`src/verilog/cah_pkg.sv`:
```
// Functional notes
// - No handover while axis travels plus/minus
// - Start without axis: swap first, then move
// - Per-move: clearing start releases the axis
// - Reached holds during release; restart refused
// - Continuous request assigns axis, checkback confirms
// - Axis already held: skip swap, move now
// - Continuous: job ends, axis kept until released
// - Feed stop and channel stop/start interrupt
// - Delete distance or late start-clear cancels motion
// - Error flag loads one-byte error code
// - Clearing start after error clears code
// - Start refused while error flag set
// - Codes 2, 3, 10 for start faults
// - Codes 30 or 115: target not reached
// - Codes 125, 126, 127 for impossible moves
// - Codes 130-133 for software/working limits
// - Independent axis ignores channel stop/reset
// - Independent stop, continue, reset inputs obeyed
// - Program motion withholds independent mode, error
// - Independent error and reset-done checkbacks
// - Independent request pulse or reset aborts move
// - Accepted only in jog or automatic mode
// - Zero feed selects configured positioning velocity
// - Reached when axis in fine target range
package cah_pkg;
	localparam logic [3:0] ADR_CTRL = 4'h0;
	localparam logic [3:0] ADR_STAT = 4'h4;
	localparam logic [3:0] ADR_TARGET = 4'h8;
	localparam logic [3:0] ADR_FEED = 4'hC;
	localparam int CB_START = 0;
	localparam int CB_REQ = 1;
	localparam int CB_INCR = 2;
	localparam int CB_INCH = 3;
	localparam int CB_SHORT = 4;
	localparam int CB_IREQ = 5;
	localparam int CB_ISTOP = 6;
	localparam int CB_ICONT = 7;
	localparam int CB_IRST = 8;
	localparam int CTRL_W = 9;
	localparam logic [8:0] CTRL_RESET = 9'h000;
	localparam int SB_HOST = 0;
	localparam int SB_REACHED = 1;
	localparam int SB_ACTIVE = 2;
	localparam int SB_ERR = 3;
	localparam int SB_IMODE = 4;
	localparam int SB_IERR = 5;
	localparam int SB_IRACK = 6;
	localparam int SB_CODE = 8;
	localparam int SB_ICODE = 16;
	localparam int P_TRAV_P = 0;
	localparam int P_TRAV_M = 1;
	localparam int P_FSTOP = 2;
	localparam int P_CSTOP = 3;
	localparam int P_CSTART = 4;
	localparam int P_DELDTG = 5;
	localparam int P_FINE = 6;
	localparam int P_SERVO = 7;
	localparam int P_MODE = 8;
	localparam int P_PROG = 9;
	localparam int P_SWL_P = 10;
	localparam int P_SWL_M = 11;
	localparam int P_WAL_P = 12;
	localparam int P_WAL_M = 13;
	localparam int P_MISSED = 14;
	localparam int P_SP_IMP = 15;
	localparam int P_ABSM_IMP = 16;
	localparam int P_ABSP_IMP = 17;
	localparam int NPIN = 18;
	localparam logic [7:0] EC_NONE = 8'h00;
	localparam logic [7:0] EC_NOSTART = 8'h02;
	localparam logic [7:0] EC_SERVO = 8'h03;
	localparam logic [7:0] EC_SP_INCR = 8'h0A;
	localparam logic [7:0] EC_MISSED = 8'h1E;
	localparam logic [7:0] EC_ABORTED = 8'h73;
	localparam logic [7:0] EC_SP_IMP = 8'h7D;
	localparam logic [7:0] EC_ABSM = 8'h7E;
	localparam logic [7:0] EC_ABSP = 8'h7F;
	localparam logic [7:0] EC_SWL_P = 8'h82;
	localparam logic [7:0] EC_SWL_M = 8'h83;
	localparam logic [7:0] EC_WAL_P = 8'h84;
	localparam logic [7:0] EC_WAL_M = 8'h85;
	localparam logic [15:0] IEC_PROG = 16'h65D8;
	localparam int CLK_MHZ = 100;
	localparam int SWAP_TIME_NS = 40;
	localparam int SWAP_CYC = (SWAP_TIME_NS * CLK_MHZ + 999) / 1000;
	localparam logic [31:0] POS_VEL_RESET = 32'h0000_1000;
	typedef enum logic [2:0] {ST_IDLE, ST_SWAP, ST_MOVE, ST_DONE, ST_RELEASE, ST_ERR}
		cah_state_type;
endpackage

```
`src/verilog/cah_axis_ctrl.sv`:
```
// The implementer's own choices: the Avalon-MM interface to the registers and the address map.
`timescale 1ns/1ps
module cah_axis_ctrl #(
	parameter logic [31:0] POS_VEL = cah_pkg::POS_VEL_RESET
) (
	// Clock and reset
	input wire logic ref_clk,
	input wire logic reset,
	// Avalon-MM slave
	input wire logic [3:0] avs_address,
	input wire logic avs_read,
	input wire logic avs_write,
	input wire logic [31:0] avs_writedata,
	output logic [31:0] avs_readdata,
	output logic avs_waitrequest,
	// Module motion status, asynchronous to ref_clk
	input wire logic travel_plus,
	input wire logic travel_minus,
	input wire logic feed_stop,
	input wire logic chan_stop,
	input wire logic chan_start,
	input wire logic delete_dtg,
	input wire logic in_fine_range,
	input wire logic servo_enable,
	input wire logic mode_jog_auto,
	input wire logic prog_moving,
	input wire logic swl_plus,
	input wire logic swl_minus,
	input wire logic wal_plus,
	input wire logic wal_minus,
	input wire logic target_missed,
	input wire logic short_impossible,
	input wire logic absm_impossible,
	input wire logic absp_impossible,
	// Motion command to the axis
	output logic axis_swap_req,
	output logic move_run,
	output logic move_cancel,
	output logic move_incr,
	output logic move_inch,
	output logic [31:0] move_target,
	output logic [31:0] move_feed
);
	if (POS_VEL == 32'h0000_0000) begin : g_bad_vel
		$error("POS_VEL must be nonzero");
	end

	typedef struct packed {
		logic [cah_pkg::NPIN-1:0] pin_s1;
		logic [cah_pkg::NPIN-1:0] pin_s2;
		logic [cah_pkg::CTRL_W-1:0] ctrl;
		logic [31:0] target;
		logic [31:0] feed;
		logic wait_req;
		logic [31:0] rdata;
		cah_pkg::cah_state_type st;
		logic [3:0] cnt;
		logic host_axis;
		logic reached;
		logic err;
		logic [7:0] code;
		logic chan_halt;
		logic ind_halt;
		logic ever_req;
		logic imode;
		logic ierr;
		logic [15:0] icode;
		logic irack;
		logic ireq_seen;
		logic swap_req;
		logic run;
		logic cancel;
		logic [31:0] feed_out;
	} cah_regs_type;

	cah_regs_type r;
	cah_regs_type nxt_r;
	logic [cah_pkg::NPIN-1:0] pins;
	logic [cah_pkg::NPIN-1:0] p;
	logic [cah_pkg::CTRL_W-1:0] c;
	logic travel;

	assign pins = {absp_impossible, absm_impossible, short_impossible, target_missed, wal_minus,
		wal_plus, swl_minus, swl_plus, prog_moving, mode_jog_auto, servo_enable, in_fine_range,
		delete_dtg, chan_start, chan_stop, feed_stop, travel_minus, travel_plus};
	assign p = r.pin_s2;
	assign c = r.ctrl;
	assign travel = p[cah_pkg::P_TRAV_P] | p[cah_pkg::P_TRAV_M];

	// Start-time checks in priority order; zero means the move may begin
	function automatic logic [7:0] start_fault(input logic [cah_pkg::NPIN-1:0] pv,
		input logic [cah_pkg::CTRL_W-1:0] cv);
		logic [7:0] ec;
		ec = cah_pkg::EC_NONE;
		if (pv[cah_pkg::P_TRAV_P] | pv[cah_pkg::P_TRAV_M] | !pv[cah_pkg::P_MODE]) begin
			ec = cah_pkg::EC_NOSTART;
		end else if (!pv[cah_pkg::P_SERVO]) begin
			ec = cah_pkg::EC_SERVO;
		end else if (cv[cah_pkg::CB_SHORT] & cv[cah_pkg::CB_INCR]) begin
			ec = cah_pkg::EC_SP_INCR;
		end else if (pv[cah_pkg::P_SP_IMP]) begin
			ec = cah_pkg::EC_SP_IMP;
		end else if (pv[cah_pkg::P_ABSM_IMP]) begin
			ec = cah_pkg::EC_ABSM;
		end else if (pv[cah_pkg::P_ABSP_IMP]) begin
			ec = cah_pkg::EC_ABSP;
		end
		return ec;
	endfunction

	always_comb begin
		logic [7:0] sf;
		logic [7:0] mf;
		logic abort_ind;
		nxt_r = r;
		sf = start_fault(p, c);
		mf = cah_pkg::EC_NONE;
		abort_ind = 1'b0;
		nxt_r.pin_s1 = pins;
		nxt_r.pin_s2 = r.pin_s1;
		nxt_r.cancel = 1'b0;

		// Bus: answer one cycle after the request is seen, effect at the completing edge
		nxt_r.wait_req = !((avs_read | avs_write) & r.wait_req);
		if (avs_read & r.wait_req) begin
			unique case (avs_address)
				cah_pkg::ADR_CTRL: nxt_r.rdata = {23'h000000, r.ctrl};
				cah_pkg::ADR_STAT: nxt_r.rdata = {r.icode, r.code, 1'b0, r.irack, r.ierr,
					r.imode, r.err, r.run, r.reached, r.host_axis};
				cah_pkg::ADR_TARGET: nxt_r.rdata = r.target;
				cah_pkg::ADR_FEED: nxt_r.rdata = r.feed;
				default: nxt_r.rdata = 32'h0000_0000;
			endcase
		end
		if (avs_write & !r.wait_req) begin
			unique case (avs_address)
				cah_pkg::ADR_CTRL: nxt_r.ctrl = avs_writedata[cah_pkg::CTRL_W-1:0];
				cah_pkg::ADR_TARGET: nxt_r.target = avs_writedata;
				cah_pkg::ADR_FEED: nxt_r.feed = avs_writedata;
				default: ;
			endcase
		end

		// Channel stop latches until channel start; ignored for an independent axis
		if (p[cah_pkg::P_CSTART] | r.imode) begin
			nxt_r.chan_halt = 1'b0;
		end else if (p[cah_pkg::P_CSTOP]) begin
			nxt_r.chan_halt = 1'b1;
		end
		if (c[cah_pkg::CB_ICONT] | !r.imode) begin
			nxt_r.ind_halt = 1'b0;
		end else if (c[cah_pkg::CB_ISTOP]) begin
			nxt_r.ind_halt = 1'b1;
		end

		// Independent mode needs one axis request since reset
		if (c[cah_pkg::CB_REQ]) begin
			nxt_r.ever_req = 1'b1;
		end
		if (!c[cah_pkg::CB_IREQ]) begin
			nxt_r.imode = 1'b0;
			nxt_r.ierr = 1'b0;
			nxt_r.icode = 16'h0000;
		end else if (p[cah_pkg::P_PROG] & !r.imode) begin
			nxt_r.ierr = 1'b1;
			nxt_r.icode = cah_pkg::IEC_PROG;
		end else if (r.ever_req) begin
			nxt_r.imode = 1'b1;
		end
		nxt_r.irack = r.imode & c[cah_pkg::CB_IRST];
		nxt_r.ireq_seen = c[cah_pkg::CB_IREQ];

		if (r.st == cah_pkg::ST_MOVE) begin
			abort_ind = (r.ireq_seen & !c[cah_pkg::CB_IREQ])
				| (c[cah_pkg::CB_IREQ] & c[cah_pkg::CB_IRST]);
		end
		if (abort_ind) begin
			mf = cah_pkg::EC_ABORTED;
		end else if (p[cah_pkg::P_SWL_P]) begin
			mf = cah_pkg::EC_SWL_P;
		end else if (p[cah_pkg::P_SWL_M]) begin
			mf = cah_pkg::EC_SWL_M;
		end else if (p[cah_pkg::P_WAL_P]) begin
			mf = cah_pkg::EC_WAL_P;
		end else if (p[cah_pkg::P_WAL_M]) begin
			mf = cah_pkg::EC_WAL_M;
		end else if (p[cah_pkg::P_MISSED]) begin
			mf = cah_pkg::EC_MISSED;
		end

		unique case (r.st)
			cah_pkg::ST_IDLE: begin
				nxt_r.cnt = 4'h0;
				// Restart only once reached and error have both dropped
				if (c[cah_pkg::CB_START] & !r.reached & !r.err) begin
					if (sf != cah_pkg::EC_NONE) begin
						nxt_r.st = cah_pkg::ST_ERR;
						nxt_r.err = 1'b1;
						nxt_r.code = sf;
					end else if (r.host_axis) begin
						nxt_r.st = cah_pkg::ST_MOVE;
					end else begin
						nxt_r.st = cah_pkg::ST_SWAP;
						nxt_r.swap_req = 1'b1;
					end
				end else if (c[cah_pkg::CB_REQ] & !r.host_axis & !travel
					& p[cah_pkg::P_MODE]) begin
					nxt_r.st = cah_pkg::ST_SWAP;
					nxt_r.swap_req = 1'b1;
				end else if (!c[cah_pkg::CB_REQ] & r.host_axis & !c[cah_pkg::CB_START]) begin
					nxt_r.st = cah_pkg::ST_RELEASE;
					nxt_r.swap_req = 1'b1;
				end
			end
			cah_pkg::ST_SWAP: begin
				nxt_r.cnt = r.cnt + 4'h1;
				if (r.cnt == 4'(cah_pkg::SWAP_CYC - 1)) begin
					nxt_r.swap_req = 1'b0;
					nxt_r.host_axis = 1'b1;
					nxt_r.cnt = 4'h0;
					nxt_r.st = (c[cah_pkg::CB_START] & sf == cah_pkg::EC_NONE) ?
						cah_pkg::ST_MOVE : cah_pkg::ST_IDLE;
				end
			end
			cah_pkg::ST_MOVE: begin
				if (p[cah_pkg::P_FINE] | p[cah_pkg::P_DELDTG]) begin
					nxt_r.reached = 1'b1;
					nxt_r.cancel = p[cah_pkg::P_DELDTG];
					nxt_r.st = cah_pkg::ST_DONE;
				end else if (mf != cah_pkg::EC_NONE) begin
					nxt_r.err = 1'b1;
					nxt_r.code = mf;
					nxt_r.st = cah_pkg::ST_ERR;
				end
			end
			cah_pkg::ST_DONE: begin
				// Host ends the job by dropping start
				if (!c[cah_pkg::CB_START]) begin
					nxt_r.cancel = 1'b1;
					nxt_r.st = cah_pkg::ST_RELEASE;
					nxt_r.swap_req = !c[cah_pkg::CB_REQ];
				end
			end
			cah_pkg::ST_RELEASE: begin
				nxt_r.cnt = r.cnt + 4'h1;
				if (c[cah_pkg::CB_REQ] & !r.swap_req) begin
					nxt_r.reached = 1'b0;
					nxt_r.cnt = 4'h0;
					nxt_r.st = cah_pkg::ST_IDLE;
				end else if (r.cnt == 4'(cah_pkg::SWAP_CYC - 1)) begin
					nxt_r.host_axis = 1'b0;
					nxt_r.swap_req = 1'b0;
					nxt_r.reached = 1'b0;
					nxt_r.cnt = 4'h0;
					nxt_r.st = cah_pkg::ST_IDLE;
				end
			end
			cah_pkg::ST_ERR: begin
				if (!c[cah_pkg::CB_START]) begin
					nxt_r.code = cah_pkg::EC_NONE;
					nxt_r.err = 1'b0;
					nxt_r.cancel = 1'b1;
					nxt_r.swap_req = r.host_axis & !c[cah_pkg::CB_REQ];
					nxt_r.st = r.host_axis ? cah_pkg::ST_RELEASE : cah_pkg::ST_IDLE;
				end
			end
			default: nxt_r.st = cah_pkg::ST_IDLE;
		endcase

		nxt_r.run = (nxt_r.st == cah_pkg::ST_MOVE) & !p[cah_pkg::P_FSTOP]
			& !nxt_r.chan_halt & !nxt_r.ind_halt
			& !(r.imode & c[cah_pkg::CB_IRST]);
		nxt_r.feed_out = (r.feed == 32'h0000_0000) ? POS_VEL : r.feed;
	end

	always_ff @(posedge ref_clk) begin
		if (reset) begin
			r <= '0;
			r.wait_req <= 1'b1;
			r.ctrl <= cah_pkg::CTRL_RESET;
			r.st <= cah_pkg::ST_IDLE;
		end else begin
			r <= nxt_r;
		end
	end

	assign avs_waitrequest = r.wait_req;
	assign avs_readdata = r.rdata;
	assign axis_swap_req = r.swap_req;
	assign move_run = r.run;
	assign move_cancel = r.cancel;
	assign move_incr = r.ctrl[cah_pkg::CB_INCR];
	assign move_inch = r.ctrl[cah_pkg::CB_INCH];
	assign move_target = r.target;
	assign move_feed = r.feed_out;

	property p_no_grab_travel;
		@(posedge ref_clk) disable iff (reset)
		(r.st == cah_pkg::ST_IDLE && travel) |=> r.st != cah_pkg::ST_SWAP;
	endproperty
	a_no_grab_travel: assert property (p_no_grab_travel) else $error("swap while axis travels");

	property p_swap_before_move;
		@(posedge ref_clk) disable iff (reset)
		$rose(r.host_axis) |-> $past(r.swap_req) && $past(r.swap_req, 2);
	endproperty
	a_swap_before_move: assert property (p_swap_before_move) else $error("axis taken w/o swap");

	logic sf_ok;
	assign sf_ok = start_fault(p, c) == cah_pkg::EC_NONE;
	property p_skip_swap;
		@(posedge ref_clk) disable iff (reset)
		(r.st == cah_pkg::ST_IDLE && r.host_axis && c[cah_pkg::CB_START] && !r.reached
			&& !r.err && sf_ok) |=> r.st == cah_pkg::ST_MOVE;
	endproperty
	a_skip_swap: assert property (p_skip_swap) else $error("held axis did not move at once");

	property p_reached_holds;
		@(posedge ref_clk) disable iff (reset)
		(r.st == cah_pkg::ST_RELEASE && r.reached)
			|=> r.reached || r.st == cah_pkg::ST_IDLE;
	endproperty
	a_reached_holds: assert property (p_reached_holds) else $error("reached dropped early");

	property p_release_axis;
		@(posedge ref_clk) disable iff (reset)
		(r.st == cah_pkg::ST_DONE && !c[cah_pkg::CB_START] && !c[cah_pkg::CB_REQ])
			|-> ##[1:8] !r.host_axis;
	endproperty
	a_release_axis: assert property (p_release_axis) else $error("axis not returned");

	property p_code_clear;
		@(posedge ref_clk) disable iff (reset)
		(r.st == cah_pkg::ST_ERR && !c[cah_pkg::CB_START]) |=> r.code == 8'h00 && !r.err;
	endproperty
	a_code_clear: assert property (p_code_clear) else $error("error code not cleared");

	property p_err_blocks;
		@(posedge ref_clk) disable iff (reset)
		r.err |=> r.st != cah_pkg::ST_MOVE;
	endproperty
	a_err_blocks: assert property (p_err_blocks) else $error("start taken during error");

	property p_feed_stop;
		@(posedge ref_clk) disable iff (reset)
		p[cah_pkg::P_FSTOP] |=> !r.run;
	endproperty
	a_feed_stop: assert property (p_feed_stop) else $error("feed stop ignored");

	property p_prog_blocks;
		@(posedge ref_clk) disable iff (reset)
		(c[cah_pkg::CB_IREQ] && p[cah_pkg::P_PROG] && !r.imode) |=> !r.imode && r.ierr;
	endproperty
	a_prog_blocks: assert property (p_prog_blocks) else $error("independent mode granted");

	property p_zero_feed;
		@(posedge ref_clk) disable iff (reset)
		(r.feed == 32'h0000_0000) |=> r.feed_out == POS_VEL;
	endproperty
	a_zero_feed: assert property (p_zero_feed) else $error("zero feed not replaced");

	c_move_done: cover property (@(posedge ref_clk) disable iff (reset)
		r.st == cah_pkg::ST_DONE ##[1:50] r.st == cah_pkg::ST_IDLE);
	c_err_path: cover property (@(posedge ref_clk) disable iff (reset)
		$rose(r.err) ##[1:50] !r.err);
	c_imode: cover property (@(posedge ref_clk) disable iff (reset) $rose(r.imode));
endmodule

```
`config.mk`:
```
export PLATFORM = sky130hd
export DESIGN_NAME = cah_axis_ctrl
export DESIGN_NICKNAME = d
export VERILOG_FILES = /design/src/verilog/cah_pkg.sv /design/src/verilog/cah_axis_ctrl.sv
export SDC_FILE = /design/constraint.sdc
export NUM_CORES = 1
export LEC_CHECK = 0
export ABC_AREA = 1
export ABC_CLOCK_PERIOD_IN_PS = 2050
export CAP_MARGIN = 20
export CORE_ASPECT_RATIO = 2
export CORE_MARGIN = 2
export CORE_UTILIZATION = 30
export DETAILED_ROUTE_END_ITERATION = 10
export DONT_BUFFER_PORTS = 1
export MAX_ROUTING_LAYER = met4
export PLACE_DENSITY = 0.41
export SLEW_MARGIN = 10
export SYNTH_ARGS = -nofsm -noshare
export SYNTH_HDL_FRONTEND = slang
export SYNTH_SLANG_ARGS = --single-unit
```
`constraint.sdc`:
```
create_clock -name ref_clk -period 2.05 [get_ports ref_clk]
set_clock_uncertainty 0.2 [all_clocks]
set_input_delay 0.41 -clock ref_clk [delete_from_list [all_inputs] [get_ports ref_clk]]
set_output_delay 0.41 -clock ref_clk [all_outputs]
set_load 0.01 [all_outputs]
```
==> summary.md <==
| Metric | Value |
|---|---|
| Outcome | `finished, final reports clean` |
| Hold WS | `30.5 ps` |
| Largest net degree at the start of global routing | `79` |
| R2R setup slack | `120 ps` |
| CP max stage delay | `570 ps` |
| Pwr/cell area | `871 mW/mm^2` |
| CTS Buffer Depth | `3` |
| Fillers | `2992` |
| Prevailing post-synth register cell | `dfxtp_1` |
| First-pass GRT wire length | `39.3 mm` |
| Minimum clock period | `1930 ps` |
| Via count | `6799` |
| Met3 usage | `0.0390` |
| CTS tree | `yes` |
| Setup Crit Path Kind | `reg2reg` |
| CP max-delay cell | `dlygate4sd3_1` |
| Synth cell types | `28` |
| Placeable Area | `0.0275 mm^2` |
| Sequential share of the synthesized area | `0.479` |
| Setup_tns | `0 ps` |
| Cells after synthesis | `1111` |
| Gr usage total | `0.182` |
| Port Buffers | `0` |
| Most frequent cells in the layout | `200 x dfxtp_1, 183 x nand2_1, 137 x inv_1` |
| Total grt overflow | `0` |
| Number of global-route vias before repair | `6875` |
| Max Slew Vio Count | `0` |
| CTS Root Cell | `clkbuf_16` |
| Final RePlAce weighted congestion | `0.881` |
| Final wirelength | `25.9 mm` |
| Area of the multi-input gates | `0.00295 mm^2` |
| Die Y | `241 um` |
| Max cap viols | `0` |
| Fmax achieved | `519 MHz` |
| VDD IR-drop max | `565 uV` |
| Synth warn | `0` |
| RSZ-0062 raised after global routing | `no` |
| Final period util | `0.939` |
| Critical Path Sink Type | `register` |
| ANT nets after route | `0` |
| Grt met1 use | `0.168` |
| Clock Sink Count | `201` |
| Initial drt markers | `360` |
| Num rows | `86` |
| Fin nets | `1165` |
| Hold Violations, Final | `0` |
| Worst skew pair latency | `520 ps` |
| TritonRoute pass-1 iters | `5` |
| Avg WL per Cell | `17.6 um` |
| Worst EP required | `2310 ps` |
| Worst-Margin Slew | `471 ps` |
| H-tree levels | `1` |
| Layout cells sized above 1 | `0.0753` |
| Synth Register Bits | `201` |
| Synthesized net count | `1170` |
| Mean Syn Cell Area | `7.57 um^2` |
| Place WS | `56.8 ps` |
| Post-synth EDFFs | `0` |
| Layout area overhead | `16.9%` |
| Final HPWL DP | `18.2 mm` |
| Max-slew headroom | `0.683` |
| WP data arrival | `2180 ps` |
| Total CTS buffers | `21` |
| Cell Area, Synth | `0.00841 mm^2` |
| Nature of the critical path startpoint | `register` |
| Min-Delay Path Class | `in2reg` |
| Final cell utilization of the core | `0.357` |
| Initial Util | `0.305` |
| IO Count | `160` |
| Initial antenna violation count | `1` |
| Commonest non-fill, non-tap cell in the layout | `dfxtp_1` |
| Register Area | `0.00403 mm^2` |
| Setup violations, final | `0` |
| Worst Slack Setup Final | `125 ps` |
| Leak | `3.94 nW` |
| Die width | `122 um` |
| DRC violations left | `0` |
| Crit path max fanout | `35` |
| Drt via density | `4.63` |
| GR peak layer | `met2` |
| Clock transition at path regs | `60 ps` |
| Post-synth ARST share | `0` |
| Full die area | `0.0295 mm^2` |
| Critical-path cell list | `nor2_1 > buf_6 > nand2_2 > buf_12 > nand2_1 > a21oi_1 > dlygate4sd3_1` |
| GR Layer Usage met2 | `0.342` |
cell type report:
| class | instances | area share |
|---|---|---|
| Antenna cell | 1 | 0.000255 |
| Clock buffer | 27 | 0.0578 |
| Clock inverter | 5 | 0.00573 |
| Inverter | 142 | 0.0542 |
| Multi-Input combinational cell | 620 | 0.300 |
| Sequential cell | 201 | 0.410 |
| Tap cell | 352 | 0.0448 |
| Timing Repair Buffer | 120 | 0.128 |
per-layer routing:
metal / vias to the layer above / part of all wire / wire length [um]
met2: 171 / 0.56 / 14400
li1: 3473 / - / -
met1: 3102 / 0.33 / 8620
met3: 53 / 0.060 / 1560
met5: - / 0 / 0
met4: 0 / 0.050 / 1290
report_power, final:
part	internal (mW)	switching [mW]	leakage (nW)
Sequential	4.02	0.0740	1.63
Clock	2.06	1.58	0.305
Combinational	0.320	0.504	2.00
logic make-up after synthesis:
family	Yosys count	share of synthesized area
simple gates	388	0.197
xor+xnor	1	0.00104
buf+inv	290	0.173
compound gates	230	0.149
fa+ha+maj	1	0.00149
flops	201	0.479
synthesized netlist by cell type (2+ instances only):
library cell    n  area [um^2]
dfxtp_1       201         4020
nand2_1       186          698
inv_1         138          518
a21oi_1       113          566
nor2_1        104          390
buf_4          96          721
o21ai_0        79          395
clkbuf_1       40          150
nor3_1         37          185
nand3_1        33          165
nor4_1         11         68.8
o221ai_1       11         96.3
o22ai_1        11         68.8
nand4_1         9         56.3
o2111ai_1       9         78.8
buf_1           6         22.5
buf_2           6         30.0
o211ai_1        5         37.5
inv_2           4         15.0
a31oi_1         2         12.5
nand2_2         2         12.5
nand2_4         2         22.5
per-stage QoR:
stage	power (mW)	std cells	instance area, um^2
2_1_floorplan	4.65	1111	8410
3_3_place_gp	4.85	1349	8310
3_5_place_dp	4.85	1349	8310
4_1_cts	8.68	1465	9800
5_1_grt	8.97	1468	9830
6_report	8.56	1468	9830
state kept, by name, indices dropped and copies added, names as in the netlist:
signal / count
c: 9
avs_readdata: 32
avs_waitrequest: 1
move_feed: 32
move_cancel: 1
r: 56
axis_swap_req: 1
nxt_r: 18
move_target: 32
move_run: 1
p: 18
path summary, 6_finish.rpt:
check / startpoint / depth (start not counted) / to
worst max-delay path: avs_waitrequest / 7 / move_target[3]
worst min-delay path: avs_address[3] / 3 / avs_readdata[12]
worst max register to register: avs_waitrequest / 7 / move_target[3]
worst min register to register: nxt_r[192] / 2 / p[10]
what timing repair did:
action | 4_1_cts | 5_1_grt
endpoints found under the setup margin | 0 | 25
hold buffers | 84 | 0
gates resized for setup | 0 | 4
endpoints found under the hold margin | 189 | 0
buffers inserted | 0 | 2
critical path: cells and delay by family (launching register included):
kind	cells	cell delay (ps)
AOI/OAI and AO/OA	1	120
buffers and inverters	3	900
DFF	1	380
and+or+nand+nor	3	240
No activity file was read; power rests on OpenSTA's default activity.
